## config.mk

```make
export PLATFORM = sky130hd
export DESIGN_NAME = secondary_prefetch_flow_through_ctl
export DESIGN_NICKNAME = d
export VERILOG_FILES = /design/src/design/secondary_prefetch_flow_through_ctl.v
export VERILOG_INCLUDE_DIRS = /design/src /design/src/inc
export SDC_FILE = /design/constraint.sdc
export NUM_CORES = 1
export LEC_CHECK = 0
export BUFFER_PORTS_ARGS = -buffer_cell sky130_fd_sc_hd__buf_2
export CORE_MARGIN = 10
export CORE_UTILIZATION = 45
export DETAILED_ROUTE_END_ITERATION = 7
export PLACE_DENSITY_LB_ADDON = 0.2
export SLEW_MARGIN = 0
export SYNTH_ARGS = -nofsm -noshare
export SYNTH_HDL_FRONTEND = slang
export SYNTH_SLANG_ARGS = --single-unit
```

## constraint.sdc

```tcl
create_clock -name clk_sys_i -period 2.05 [get_ports clk_sys_i]
set_input_delay 0.41 -clock clk_sys_i [delete_from_list [all_inputs] [get_ports clk_sys_i]]
set_output_delay 0.41 -clock clk_sys_i [all_outputs]
set_load 0.01 [all_outputs]
```

## src/inc/sec_prefetch_consts.vh

```
/*
  Register offsets, field positions, reset values and limits for the
  secondary prefetch limit and flow-through wait control block.
  Assumes 8-bit configuration byte addressing at the printed offsets.
*/
`ifndef SEC_PREFETCH_CONSTS_VH
`define SEC_PREFETCH_CONSTS_VH

// Register offsets
`define OFS_SEC_INCR_PREFETCH 8'h4b
`define OFS_SEC_PREFETCH_LIMIT 8'h4d
`define OFS_SEC_FLOW_WAIT 8'h4e

// Reset values
`define RST_SEC_INCR_PREFETCH 8'h10
`define RST_SEC_PREFETCH_LIMIT 8'h20
`define RST_SEC_FLOW_WAIT 8'h00

// Field positions
`define PF_FIELD_HI 5
`define PF_FIELD_LO 1
`define WR_WAIT_HI 2
`define WR_WAIT_LO 0
`define RD_WAIT_HI 6
`define RD_WAIT_LO 4

// Prefetch limit for a field of zero: 256 bytes as double words
`define PF_ZERO_LIMIT_DW 7'h40

// Buffer data width
`define DATA_W 32

`endif

```

## src/design/secondary_prefetch_flow_through_ctl.v

```verilog
/*
  Secondary-side prefetch limit and flow-through wait control:
  configuration registers, per-entry prefetch cap, incremental prefetch
  enable, two-entry posted write buffer and the write/read wait timers.
  Assumes all inputs are synchronous to clk_sys_i, the secondary clock,
  and that software writes even prefetch values.
*/
// The strobed register port was chosen for this implementation.
// Operation
// - Cap non-flow-through entry prefetch at limit field
// - Limit zero means 256 bytes; resets 20h
// - Reserved register bits read back zero
// - Write wait code bounds wait for initiator data
// - Write wait expiry terminates the target write
// - Write code 000 terminates at one entry
// - Write codes 1-7 hold IRDY, wait clocks
// - Read wait code bounds wait for queue space
// - Read wait expiry terminates the target read
// - Read code 000 terminates at one entry
// - Read codes 1-7 hold TRDY, wait clocks
// - Incremental count above half max disables incremental
`timescale 1ns/1ps
`include "sec_prefetch_consts.vh"

module flow_wait_timer (
  input wire clk_sys_i,
  input wire reset_i,
  input wire active_i,
  input wire low_i,
  input wire refill_i,
  input wire [2:0] code_i,
  output wire hold_o,
  output wire term_o
);

  // Wait states
  localparam ST_IDLE = 2'b00;
  localparam ST_WAIT = 2'b01;
  localparam ST_DONE = 2'b10;

  reg [1:0] state_r;
  reg [1:0] state_nxt;
  reg [2:0] cnt_r;
  reg [2:0] cnt_nxt;
  reg hold_r;
  reg hold_nxt;
  reg term_r;
  reg term_nxt;

  // Hold counts clocks 1 to code, then one terminate pulse
  always @* begin
    state_nxt = state_r;
    cnt_nxt = cnt_r;
    hold_nxt = 1'b0;
    term_nxt = 1'b0;
    case (state_r)
      ST_IDLE: begin
        if (active_i && low_i && !refill_i) begin
          if (code_i == 3'h0) begin
            term_nxt = 1'b1;
            state_nxt = ST_DONE;
          end else begin
            hold_nxt = 1'b1;
            cnt_nxt = 3'h1;
            state_nxt = ST_WAIT;
          end
        end
      end
      ST_WAIT: begin
        if (!active_i || refill_i) begin
          state_nxt = ST_IDLE;
        end else if (cnt_r == code_i) begin
          term_nxt = 1'b1;
          state_nxt = ST_DONE;
        end else begin
          hold_nxt = 1'b1;
          cnt_nxt = cnt_r + 3'h1;
        end
      end
      ST_DONE: begin
        if (!active_i) begin
          state_nxt = ST_IDLE;
        end
      end
      default: begin
        state_nxt = ST_IDLE;
      end
    endcase
  end

  always @(posedge clk_sys_i) begin
    if (reset_i) begin
      state_r <= ST_IDLE;
      cnt_r <= 3'h0;
      hold_r <= 1'b0;
      term_r <= 1'b0;
    end else begin
      state_r <= state_nxt;
      cnt_r <= cnt_nxt;
      hold_r <= hold_nxt;
      term_r <= term_nxt;
    end
  end

  assign hold_o = hold_r;
  assign term_o = term_r;

endmodule // flow_wait_timer

module secondary_prefetch_flow_through_ctl (
  input wire clk_sys_i,
  input wire reset_i,
  // Register port
  input wire [7:0] reg_addr_i,
  input wire [7:0] reg_wdata_i,
  input wire reg_wr_i,
  input wire reg_rd_i,
  output wire [7:0] reg_rdata_o,
  // Prefetch allocation
  input wire pf_entry_start_i,
  input wire pf_flow_through_i,
  input wire pf_dw_take_i,
  output wire pf_allow_o,
  output wire incr_pf_en_o,
  // Posted write buffer and wait
  input wire wr_ft_active_i,
  input wire wr_in_valid_i,
  input wire [`DATA_W-1:0] wr_in_data_i,
  output wire wr_in_ready_o,
  output wire wr_out_valid_o,
  output wire [`DATA_W-1:0] wr_out_data_o,
  input wire wr_out_ready_i,
  output wire wr_irdy_hold_o,
  output wire wr_terminate_o,
  // Delayed read wait
  input wire rd_ft_active_i,
  input wire rd_q_one_left_i,
  input wire rd_space_free_i,
  output wire rd_trdy_hold_o,
  output wire rd_terminate_o
);

  localparam [1:0] SEL_NONE = 2'b00;
  localparam [1:0] SEL_INCR = 2'b01;
  localparam [1:0] SEL_LIMIT = 2'b10;
  localparam [1:0] SEL_FLOW = 2'b11;

  // Register select shared by the write and read paths
  function [1:0] reg_sel;
    input [7:0] addr;
    begin
      case (addr)
        `OFS_SEC_INCR_PREFETCH: reg_sel = SEL_INCR;
        `OFS_SEC_PREFETCH_LIMIT: reg_sel = SEL_LIMIT;
        `OFS_SEC_FLOW_WAIT: reg_sel = SEL_FLOW;
        default: reg_sel = SEL_NONE;
      endcase
    end
  endfunction

  // Prefetch limit in double words; zero means the 256-byte maximum
  function [6:0] pf_limit_dw;
    input [7:0] field;
    begin
      if (field[5:0] == 6'h00) begin
        pf_limit_dw = `PF_ZERO_LIMIT_DW;
      end else begin
        pf_limit_dw = {1'b0, field[5:0]};
      end
    end
  endfunction

  // Count field with bit 0 and the spare bits forced to zero
  function [7:0] even_field;
    input [7:0] wdata;
    begin
      even_field = {2'b00, wdata[`PF_FIELD_HI:`PF_FIELD_LO], 1'b0};
    end
  endfunction

  // Flow wait image with both spare bits forced to zero
  function [7:0] flow_field;
    input [7:0] wdata;
    begin
      flow_field = {1'b0, wdata[`RD_WAIT_HI:`RD_WAIT_LO], 1'b0,
                    wdata[`WR_WAIT_HI:`WR_WAIT_LO]};
    end
  endfunction

  reg [7:0] incr_pf_r;
  reg [7:0] pf_limit_r;
  reg [7:0] flow_wait_r;
  reg [7:0] rdata_r;
  reg [7:0] rdata_nxt;
  reg [6:0] pf_used_r;
  reg [6:0] pf_used_nxt;
  reg pf_allow_r;
  reg incr_en_r;
  reg head_valid_r;
  reg [`DATA_W-1:0] head_data_r;
  reg tail_valid_r;
  reg [`DATA_W-1:0] tail_data_r;
  reg wr_in_ready_r;
  wire [6:0] limit_dw;
  wire push;
  wire pop;
  wire wr_low;
  wire wr_hold;
  wire [1:0] addr_sel;

  assign addr_sel = reg_sel(reg_addr_i);

  // Configuration registers
  always @(posedge clk_sys_i) begin
    if (reset_i) begin
      incr_pf_r <= `RST_SEC_INCR_PREFETCH;
      pf_limit_r <= `RST_SEC_PREFETCH_LIMIT;
      flow_wait_r <= `RST_SEC_FLOW_WAIT;
    end else if (reg_wr_i) begin
      case (addr_sel)
        SEL_INCR: begin
          incr_pf_r <= even_field(reg_wdata_i);
        end
        SEL_LIMIT: begin
          pf_limit_r <= even_field(reg_wdata_i);
        end
        SEL_FLOW: begin
          flow_wait_r <= flow_field(reg_wdata_i);
        end
        default: begin
          flow_wait_r <= flow_wait_r;
        end
      endcase
    end
  end

  // Read data, valid the cycle after the strobe
  always @* begin
    rdata_nxt = 8'h00;
    if (reg_rd_i) begin
      case (addr_sel)
        SEL_INCR: rdata_nxt = incr_pf_r;
        SEL_LIMIT: rdata_nxt = pf_limit_r;
        SEL_FLOW: rdata_nxt = flow_wait_r;
        default: rdata_nxt = 8'h00;
      endcase
    end
  end

  always @(posedge clk_sys_i) begin
    if (reset_i) begin
      rdata_r <= 8'h00;
    end else begin
      rdata_r <= rdata_nxt;
    end
  end

  // Prefetch allocation per delayed read entry
  assign limit_dw = pf_limit_dw(pf_limit_r);

  always @* begin
    pf_used_nxt = pf_used_r;
    if (pf_entry_start_i) begin
      pf_used_nxt = 7'h00;
    end else if (pf_dw_take_i && pf_used_r != 7'h7f) begin
      pf_used_nxt = pf_used_r + 7'h01;
    end
  end

  always @(posedge clk_sys_i) begin
    if (reset_i) begin
      pf_used_r <= 7'h00;
      pf_allow_r <= 1'b0;
      incr_en_r <= 1'b0;
    end else begin
      pf_used_r <= pf_used_nxt;
      pf_allow_r <= pf_flow_through_i || (pf_used_nxt < limit_dw);
      incr_en_r <= ({1'b0, incr_pf_r[5:0]} <= {1'b0, limit_dw[6:1]});
    end
  end

  // Two-entry posted write buffer
  assign push = wr_in_valid_i && !tail_valid_r;
  assign pop = head_valid_r && wr_out_ready_i && !wr_hold;

  always @(posedge clk_sys_i) begin
    if (reset_i) begin
      wr_in_ready_r <= 1'b1;
      head_valid_r <= 1'b0;
      tail_valid_r <= 1'b0;
      head_data_r <= {`DATA_W{1'b0}};
      tail_data_r <= {`DATA_W{1'b0}};
    end else begin
      if (pop) begin
        if (tail_valid_r) begin
          head_data_r <= tail_data_r;
          if (push) begin
            tail_data_r <= wr_in_data_i;
          end else begin
            tail_valid_r <= 1'b0;
            wr_in_ready_r <= 1'b1;
          end
        end else if (push) begin
          head_data_r <= wr_in_data_i;
        end else begin
          head_valid_r <= 1'b0;
        end
      end else if (push) begin
        if (head_valid_r) begin
          tail_data_r <= wr_in_data_i;
          tail_valid_r <= 1'b1;
          wr_in_ready_r <= 1'b0;
        end else begin
          head_data_r <= wr_in_data_i;
          head_valid_r <= 1'b1;
        end
      end
    end
  end

  // Queue nearly empty: only the head entry is left
  assign wr_low = head_valid_r && !tail_valid_r;

  flow_wait_timer u_wr_wait (
    .clk_sys_i(clk_sys_i),
    .reset_i(reset_i),
    .active_i(wr_ft_active_i),
    .low_i(wr_low),
    .refill_i(push),
    .code_i(flow_wait_r[`WR_WAIT_HI:`WR_WAIT_LO]),
    .hold_o(wr_hold),
    .term_o(wr_terminate_o)
  );

  flow_wait_timer u_rd_wait (
    .clk_sys_i(clk_sys_i),
    .reset_i(reset_i),
    .active_i(rd_ft_active_i),
    .low_i(rd_q_one_left_i),
    .refill_i(rd_space_free_i),
    .code_i(flow_wait_r[`RD_WAIT_HI:`RD_WAIT_LO]),
    .hold_o(rd_trdy_hold_o),
    .term_o(rd_terminate_o)
  );

  assign reg_rdata_o = rdata_r;
  assign pf_allow_o = pf_allow_r;
  assign incr_pf_en_o = incr_en_r;
  assign wr_in_ready_o = wr_in_ready_r;
  assign wr_out_valid_o = head_valid_r;
  assign wr_out_data_o = head_data_r;
  assign wr_irdy_hold_o = wr_hold;

endmodule // secondary_prefetch_flow_through_ctl

```

### Word level (Yosys, flattened, before mapping)

Index checks and enable logic that the tools add are counted.

| cells by class | value |
|---|---|
| $add $sub $neg | 3 |
| magnitude comparators | 2 |
| equality and inequality tests | 29 |
| multiplexer cells | 70 |
| bitwise logic cells | 1 |
| reductions and logical operators | 41 |

Operators with widths:

| kind | number |
|---|---|
| $mux W32 | 9 |
| $mux W1 | 30 |
| $eq A8 B7 Y1 const B | 3 |
| $mux W3 | 8 |
| $ne A2 B2 Y1 const B | 11 |
| $mux W7 | 3 |
| $pmux W7 S3 | 1 |
| $mux W2 | 10 |
| $pmux W2 S3 | 3 |
| $reduce_and A3 Y1 | 5 |
| $pmux W3 S2 | 2 |
| $reduce_and A5 Y1 | 2 |
| $reduce_bool A2 Y1 | 5 |
| $logic_and A1 B1 Y1 | 9 |
| $eq A2 B2 Y1 const B | 4 |
| $pmux W1 S2 | 4 |
| $reduce_and A2 Y1 | 4 |
| $add A7 B1 Y7 const B | 1 |
| $lt A7 B7 Y1 | 1 |
| $ne A7 B7 Y1 const B | 1 |
| $add A3 B1 Y3 const B | 2 |
| $eq A2 B1 Y1 const B | 3 |
| $eq A3 B3 Y1 | 2 |
| $le A6 B6 Y1 | 1 |
| 10 further kinds | 22 |

| storage, ports and cells | value |
|---|---|
| register bits after elaboration | 114 |
| input port bits | 61 |
| output and inout port bits | 48 |

### Depth between registers and ports, before layout

Gate-level depths: netlist of run 1.

| logic depth | value |
|---|---|
| word-level depth | 6 |
| mapped depth | 9 |
| gate-level depth less buffers | 9 |

### Cells and area by module

A second synthesis of run 1 with hierarchy kept.

| unflattened totals | value |
|---|---|
| cell total of the unflattened synthesis | 605 |
| area, all modules | 5192.5 um2 |

By module, submodules not included:

| module | instances | cells each | area each (um2) | sequential area each (um2) |
|---|---|---|---|---|
| secondary_prefetch_flow_through_ctl | 1 | 529 | 4484.3 | 1981.9 |
| flow_wait_timer | 2 | 38 | 354.1 | 140.1 |

### Worst setup path before layout of run 1

Ideal clock, no wire load.

| path | value |
|---|---|
| path kind | flip-flop to flip-flop |
| start point | register head_valid_r (netlist: wr_out_valid_o) |
| end point | register head_data_r[10] (netlist: wr_out_data_o[10]) |
| arrival time | 1.884 ns |
| setup slack | 0.019 ns |
| cell stages (with the launch flop) | 9 |
| clock period less this slack | 2.031 ns |
| cell sequence | dfxtp_1 buf_4 and3b_1 buf_4 inv_2 ha_1 a211oi_4 buf_2 a311oi_2 |

| on the way | value |
|---|---|
| longest elaborated chain between the ends | 4 |

Ends and longest elaborated chain:

| item | RTL line | text |
|---|---|---|
| from (decl) | secondary_prefetch_flow_through_ctl.v:199 | `reg head_valid_r;` |
| from (signal assigned) | secondary_prefetch_flow_through_ctl.v:289 | `head_valid_r <= 1'b0;` |
| from (signal assigned) | secondary_prefetch_flow_through_ctl.v:306 | `head_valid_r <= 1'b0;` |
| from (signal assigned) | secondary_prefetch_flow_through_ctl.v:315 | `head_valid_r <= 1'b1;` |
| $logic_and A1 B1 Y1 (2 in series) | secondary_prefetch_flow_through_ctl.v:284 | `assign pop = head_valid_r && wr_out_ready_i && !wr_hold;` |
| $ne A2 B1 Y1 (no source line) or $reduce_bool A2 Y1 (tied branches) | n/a |  |
| $reduce_and A3 Y1 (no source line) | n/a |  |
| to (signal assigned) | secondary_prefetch_flow_through_ctl.v:291 | `` head_data_r <= {`DATA_W{1'b0}}; `` |
| to (signal assigned) | secondary_prefetch_flow_through_ctl.v:296 | `head_data_r <= tail_data_r;` |
| to (signal assigned) | secondary_prefetch_flow_through_ctl.v:304 | `head_data_r <= wr_in_data_i;` |
| to (decl) | secondary_prefetch_flow_through_ctl.v:200 | `` reg [`DATA_W-1:0] head_data_r; `` |

Several ways; a longest one is shown, not always the timed one.
A chain may end at the register's enable or synchronous reset.

### Worst setup path in the final report of run 1

| path | value |
|---|---|
| start point | register pf_used_r[0] |
| end point | register pf_allow_r (netlist: pf_allow_o) |

| on the way | value |
|---|---|
| longest elaborated chain between the ends | 6 |

Ends and longest elaborated chain:

| item | RTL line | text |
|---|---|---|
| from (decl) | secondary_prefetch_flow_through_ctl.v:195 | `reg [6:0] pf_used_r;` |
| from (signal assigned) | secondary_prefetch_flow_through_ctl.v:276 | `pf_used_r <= pf_used_nxt;` |
| parallel branches: the longest is 2 deep, another holds $add A7 B1 Y7 | n/a |  |
| $mux W7 (*) | secondary_prefetch_flow_through_ctl.v:265 | `end else if (pf_dw_take_i && pf_used_r != 7'h7f) begin` |
| $mux W7 (*) | secondary_prefetch_flow_through_ctl.v:263 | `if (pf_entry_start_i) begin` |
| named net pf_used_nxt[6] | secondary_prefetch_flow_through_ctl.v:196 | `reg [6:0] pf_used_nxt;` |
| $lt A7 B7 Y1 (*) | secondary_prefetch_flow_through_ctl.v:277 | `pf_allow_r <= pf_flow_through_i \|\| (pf_used_nxt < limit_dw);` |
| $logic_or A1 B1 Y1 (*) | secondary_prefetch_flow_through_ctl.v:277 |  |
| to (signal assigned) | secondary_prefetch_flow_through_ctl.v:277 |  |
| to (decl) | secondary_prefetch_flow_through_ctl.v:197 | `reg pf_allow_r;` |

Mark *: on every way through the listed nets, which the timed path passes.

==> out/results.ini, run 1 <==
[pwr]
internal_power_mw = 4.490
ir_worst_vdd_mv = 0.5409
p_comb_share_pct = 13.9
p_switching_mw = 1.515
power-per-cell-area_nw_per_um2 = 915.9
switching_share_pct = 25.22
p_leak_nw = 2.759
seq_power_share_pct = 40.1
power_frac_clock_pct = 46.1

[sta]
period_minus_slack_ns = 1.946
setup_slack_ns = 0.1042
finalSetupTns_ns = 0
timing.final.crit_share_pct = 94.92
finalHoldViolations = 0
holdWs_ns = 0.2561
fmax_mhz = 513.9
rsz0062_at_grt = yes
finalMaxSlewViolations = 0
final-setup-viol-count = 0
finClkSkew_ns = 0.006844

[synthesis]
synth_cell_types = 56
ys_seq_area_share_pct = 43.34
ys.warnings.count = 0
synth_top_family_by_area = simple AND/OR/NAND/NOR gates
synth-simple-area-share_pct = 24.02
ys_seq_elements = 113
synth_edf_count = 0
synth_compound_area_share_pct = 20.09
synth_nets = 687
synth_flop_cell = dfxtp_1
synthAdderAreaFrac_pct = 3.356
synthMuxAreaShare_pct = 1.965
synthCells = 612
async_flop_share_pct = 0
synth_area_per_cell_sq_um = 8.529
syn_area_sq_um = 5220
synth_xor_area_share_pct = 1.678

[run_status]
outcome = complete, no violations

[placed_design]
dp_cells = 834
dp_slack_ns = -0.06743
portBuffers = 106
gp_routability_congestion = 0.8258
post-dp-hpwl_um = 9175

[critical_path]
crit_path_max_fanout = 4
r2r_end = pf_allow_o
startpoint_type = flip-flop
crit_path_end_kind = flip-flop
ff2ff_setup_slack_ns = 0.10
path_class = reg -> reg
critPathLaunch = pf_used_r[0]
reg2reg_depth = 9
rr_startpoint = pf_used_r[0]
arrival_ns = 2.23
cp.required_ns = 2.33

[clock_tree]
cts_buffers = 17
clockRootBuffer = clkbuf_16
cts_tree = done
clock_sinks = 113
cts.path.max_buffers = 2
clk_pin_slew_ns = 0.05
insertion_delay_ns = 0.41
htree_num_levels = 4

[route]
wl_um = 13150
viasPerCell = 5.377
ant_nets = 0
via_count = 4651
post_drt_wl_per_cell_um = 15.20
drc = 0
firstDrtPassIters = 4
drt-initial-drc-count = 351

[grt]
grt_max_degree = 44
grt_antenna_before_repair = 0
overflow = 0
grt_pass1_wl_um = 21590
grt_pass1_vias = 4529
grt.total_usage_pct = 15.92

[die]
initial_core_util_pct = 45.91
design.core.area_sq_um = 11370
die-area_sq_um = 16310
ioPinCount = 109
fp.dieW_um = 127.7
row_count = 39
die_h_um = 127.7

[min_path]
holdCritStartpoint = wr_in_data_i[18]
min_delay_path_depth = 3
hold_path_end = tail_data_r[18]
hold_class = in -> reg

[cells_and_area]
antenna_cells = 0
multi_input_area_sq_um = 2730
fin_cells = 865
nets = 785
final_cell_mix = dfxtp_1 (110), nand2_1 (107), buf_2 (105), nor2_1 (62), a21oi_1 (50)
synthToLayoutAreaGrowth_pct = 25.60
drive_gt1_share_pct = 28.39
layout_commonest_cell = dfxtp_1
utilization_pct = 57.66
fill_cells = 1041
regArea_sq_um = 2268

[flow_run]
drv_cap = 0

-- state kept, by name, indices dropped and copies added, names as in the netlist, 2 cells and up --
signal             count
u_wr_wait.cnt_r        3
flow_wait_r            6
pf_limit_r             5
incr_pf_r              5
u_rd_wait.state_r      2
tail_data_r           32
wr_out_data_o         32
reg_rdata_o            7
u_wr_wait.state_r      2
pf_used_r              7
u_rd_wait.cnt_r        3
-- timing repair --
item / 4_1_cts / 5_1_grt
resized for setup: 9 / 7
endpoints found under the hold margin: 0 / 0
buffers inserted: 0 / 0
hold buffers: 0 / 0
endpoints found under the setup margin: 1 / 1
pin swaps: 2 / 5
-- metrics by stage --
step	power, mW	area (sq um)
final	6.005	6556
after global routing	6.255	6556
after CTS	6.070	6534
after detailed placement	3.286	5923
after global placement	3.263	5923
after floorplan	2.990	5220
-- cells in the mapped netlist, drive strengths merged, types with 2 or more instances --
cell type	instances	share of area (%)
nor4	3	0.36
a311oi	32	8.7
a21o	4	0.58
a31oi	5	0.60
a211o	2	0.34
mux2i	8	1.5
nand2b	4	0.48
xnor2	3	0.50
nor3b	3	0.43
and3b	3	0.50
or4b	2	0.38
o21ai	3	0.29
nor3	12	1.2
a22oi	6	0.86
xor2	7	1.2
a21oi	50	4.8
nand4	5	0.60
or2	3	0.36
dfxtp	113	43
a211oi	9	1.5
ha	14	3.4
o31ai	2	0.29
buf	16	2.0
nor2	62	4.5
a22o	5	0.84
and3	4	0.48
o22ai	2	0.24
nor2b	7	0.84
and2	3	0.36
inv	18	1.3
mux2	2	0.43
or3	2	0.24
clkbuf	30	2.2
nand2	107	7.7
nand3	47	4.5
-- cell families after synthesis --
kind of cell    Yosys count
buf+inv                  64
simple gates            274
mux                      10
xor+xnor                 10
compound gates          126
fa+ha+maj                14
flops                   113
other cells               1
-- worst max path at each step --
stage	end	slack [ns]	cells past startpoint
floorplan	wr_out_data_o[10]	0.02	8
global placement	flow_wait_r[1]	-0.03	5
detailed placement	flow_wait_r[4]	-0.07	5
CTS	pf_allow_o	0.03	9
global route	pf_allow_o	-0.06	9
finish	pf_allow_o	0.10	9
-- per-layer routing --
layer	wire [um]	up-vias	GRT usage [%]	part of all wire, %
met5	0	-	0	0
met4	180	0	6.424	1.4
met3	782	19	4.880	5.9
met2	6495	118	26.05	49
met1	5693	2156	19.06	43
li1	-	2358	-	-
-- power groups by stage --
stage | Combinational [mW] | Clock (mW) | Sequential [mW]
after detailed placement | 0.836 | 0 | 2.45
after floorplan | 0.505 | 0 | 2.49
after global placement | 0.818 | 0 | 2.45
after CTS | 0.842 | 2.82 | 2.41
after global routing | 0.926 | 2.91 | 2.42
final | 0.832 | 2.77 | 2.41
-- critical path, stage by stage, from the launching register on --
cell and delay [ns]:
dfxtp_4 0.35, ha_4 0.17, and2_4 0.15, a31oi_2 0.22
nor2_1 0.06, ha_1 0.27, nor2b_2 0.16, nand4_1 0.15
nor3b_2 0.21, a221oi_2 0.08
-- layout make-up --
class	instances	share of cell area (%)
clock inverters	4	0.3053
flip-flops and latches	113	34.60
multi-input cells	435	41.64
repair buffers	125	11.26
inverters	18	1.031
clock buffers	27	8.435
well taps	143	2.729
No activity file was read; power rests on OpenSTA's default activity.
==> run 2, diff against run 1 <==
- ABC_AREA: not set -> 1
==> out/results.ini, run 2 <==
[run_status]
outcome = finished, violations left
violations = negative setup slack

[sta]
rsz0062_at_grt = yes
timing.final.crit_share_pct = 113.8  ; +19 points
period_minus_slack_ns = 2.332  ; +0.3864 ns
fmax_mhz = 428.8  ; -17%
finalHoldViolations = 0  ; unchanged
finalMaxSlewViolations = 0  ; unchanged
finClkSkew_ns = 0.01180  ; +0.004955 ns
final-setup-viol-count = 1  ; +1
setup_slack_ns = -0.2822  ; -0.3864 ns
holdWs_ns = 0.1452  ; -0.1110 ns

[placed_design]
dp_slack_ns = -0.2811  ; -0.2137 ns
dp_cells = 884  ; +6.0%
place_area_sq_um = 5633  ; -4.9%
portBuffers = 106  ; unchanged
post-dp-hpwl_um = 9258  ; +0.90%
gp_routability_congestion = 0.8617  ; +4.3%

[route]
drt-initial-drc-count = 332  ; -5.4%
post_drt_wl_per_cell_um = 14.42  ; -5.2%
viasPerCell = 5.229  ; -2.8%
firstDrtPassIters = 5  ; +1
ant_nets = 0  ; unchanged
drc = 0  ; unchanged
wl_um = 13290  ; +1.1%
via_count = 4821  ; +3.7%

[cells_and_area]
antenna_cells = 0  ; unchanged
synthToLayoutAreaGrowth_pct = 30.90
design_area_sq_um = 6350  ; -3.1%
layout_commonest_cell = dfxtp_1
final_cell_mix = dfxtp_1 (111), buf_2 (106), nor2_1 (98), nand2_1 (94), o21ai_0 (85)
fin_cells = 922  ; +6.6%
nets = 849  ; +8.2%
drive_gt1_share_pct = 24.55  ; -3.8 points

[synthesis]
synth_nets = 723  ; +5.2%
syn_area_sq_um = 4851  ; -7.1%
async_flop_share_pct = 0  ; unchanged
ys_seq_elements = 113  ; unchanged
synth_edf_count = 0  ; unchanged
synth.top_cell.area_share_pct = 46.63  ; +3.3 points
synthCells = 648  ; +5.9%
yosys.area.top_type = dfxtp_1
synth_flop_cell = dfxtp_1
ys_seq_area_share_pct = 46.63  ; +3.3 points
ys.warnings.count = 0  ; unchanged
synth_cell_types = 35  ; -38%
yosys.cell_count.top_type = dfxtp_1
synth_common_cells = dfxtp_1 (113), nor2_1 (103), nand2_1 (99), o21ai_0 (85), inv_1 (51)
synthTopCellsByArea = dfxtp_1 (47%), o21ai_0 (8.8%), nor2_1 (8.0%)
synth_area_per_cell_sq_um = 7.486  ; -12%

[die]
initial_core_util_pct = 46.57  ; +0.66 points
ioPinCount = 109  ; unchanged
die_h_um = 123.8  ; -3.0%
fp.dieW_um = 123.8  ; -3.0%
design.core.area_sq_um = 10420  ; -8.4%
die-area_sq_um = 15330  ; -6.0%
row_count = 37  ; -5.1%

[critical_path]
crit_buf_inv = 1  ; +1
startpoint_type = flip-flop
cp_top_family = simple AND/OR/NAND/NOR gates
cp.required_ns = 2.49  ; +0.16 ns
crit_path_end_kind = flip-flop
crit_path_max_fanout = 2  ; -2
path_cells = ha_4 -> nand2_4 -> nor2_2 -> nand2_2 -> nand2_2 -> inv_2 -> nand4_1 -> nor2_2 -> nand2_2 -> xor2_2 -> nor2_2 -> ha_1 -> nand2_2 -> nor2_2 -> a211oi_2 -> nand2_1 -> a21oi_1
cpPeakStageDelay_ns = 0.33  ; -0.02 ns
arrival_ns = 2.77  ; +0.54 ns
path_class = reg -> reg
critPathSlowestCell = dfxtp_2

[clock_tree]
htree_num_levels = 4  ; unchanged
cts_buffers = 17  ; unchanged
clk_pin_slew_ns = 0.06  ; about the same
holdBufCountCts = 0  ; unchanged
clockRootBuffer = clkbuf_8
cts.path.max_buffers = 2  ; unchanged
cts_tree = done
clock_sinks = 113  ; unchanged
insertion_delay_ns = 0.51  ; +0.10 ns

[pwr]
power-per-cell-area_nw_per_um2 = 986.2  ; +7.7%
ir_worst_vdd_mv = 0.5494  ; +1.6%
p_leak_nw = 2.854  ; +3.4%
power_mw = 6.262  ; +4.3%

[grt]
grt_antenna_before_repair = 0  ; unchanged
grt_max_degree = 46  ; +4.5%
grt_pass1_vias = 4606  ; +1.7%
grt.total_usage_pct = 17.06  ; +1.1 points
overflow = 0  ; unchanged
grt_pass1_wl_um = 21580  ; about the same

[min_path]
hold_class = in -> reg

[flow_run]
drv_cap = 0  ; unchanged

## run 2: cell count changes after synthesis, moves of 28 or more
cell,delta
o21ai_0,+82
nor2_1,+41
inv_1,+34
a31oi_1,+31
a311oi_2,-28
nand3_1,-28
o21ai_1,+28
## run 2: final timing paths
kind / startpoint / end / slack [ns] / cells after the start
worst min register to register: wr_in_ready_o / wr_in_ready_o / 0.47 / 2
worst max register to register: pf_used_r[0] / pf_allow_o / -0.28 / 17
worst max-delay path: pf_used_r[0] / pf_allow_o / -0.28 / 17
worst min-delay path: pf_flow_through_i / pf_allow_o / 0.15 / 3
## run 2: worst min-delay path, stage by stage
cell and delay [ns]:
buf_2 0.09, inv_1 0.05, a21oi_1 0.05
## run 2: metal layers
metal  routed length (um)  track usage (%)  part of all wire [%]  vias to the layer above
met2                 6216            28.18                    47                      138
met1                 5922            20.97                    45                     2237
met3                 1013            4.977                   7.6                       15
met5                    0                0                     0                        -
li1                     -                -                     -                     2431
met4                  141            5.386                   1.1                        0
## run 2: power by group
| group | leakage [nW] | total (mW) | internal, mW | switching (mW) |
|---|---|---|---|---|
| sequential | 0.923 | 2.45 | 2.36 | 0.0864 |
| clock | 0.297 | 3.08 | 2.08 | 1.01 |
| combinational | 1.63 | 0.731 | 0.286 | 0.445 |
## run 2: cell families (layout without fill, tap and decap cells)
logic type | Yosys count | after routing | synth area share (%)
adder cells (fa/ha/maj) | 14 | 14 | 3.611
AO/OA/AOI/OAI | 185 | 185 | 20.71
other | 1 | 1 | 0.07731
flip-flops | 113 | 113 | 46.63
XOR/XNOR | 8 | 8 | 1.444
AND/OR/NAND/NOR | 240 | 240 | 20.07
buffers and inverters | 87 | 225 | 7.454
## run 2: area by class of cell
type                            count  area (sq um)
Fill cell                         934          4066
Multi-Input combinational cell    448          2286
Sequential cell                   113          2265
Timing Repair Buffer              141         818.3
Clock buffer                       19         421.7
Inverter                           53         198.9
Clock inverter                     12         190.2
Tap cell                          136         170.2
## run 2: metrics by stage
stage,TNS [ns],utilization (%)
detailed placement,-0.2811,54.08
global placement,-0.1792,54.08
floorplan,-0.1254,-
CTS,-0.1498,60.47
finish,-0.2822,60.96
global route,-0.4806,60.96
## run 2: what timing repair did
item / 4_1_cts / 5_1_grt
cloned: 0 / 0
gates resized for setup: 6 / 8
buffers inserted: 4 / 3
pin swaps: 8 / 11
setup endpoints to repair: 1 / 1
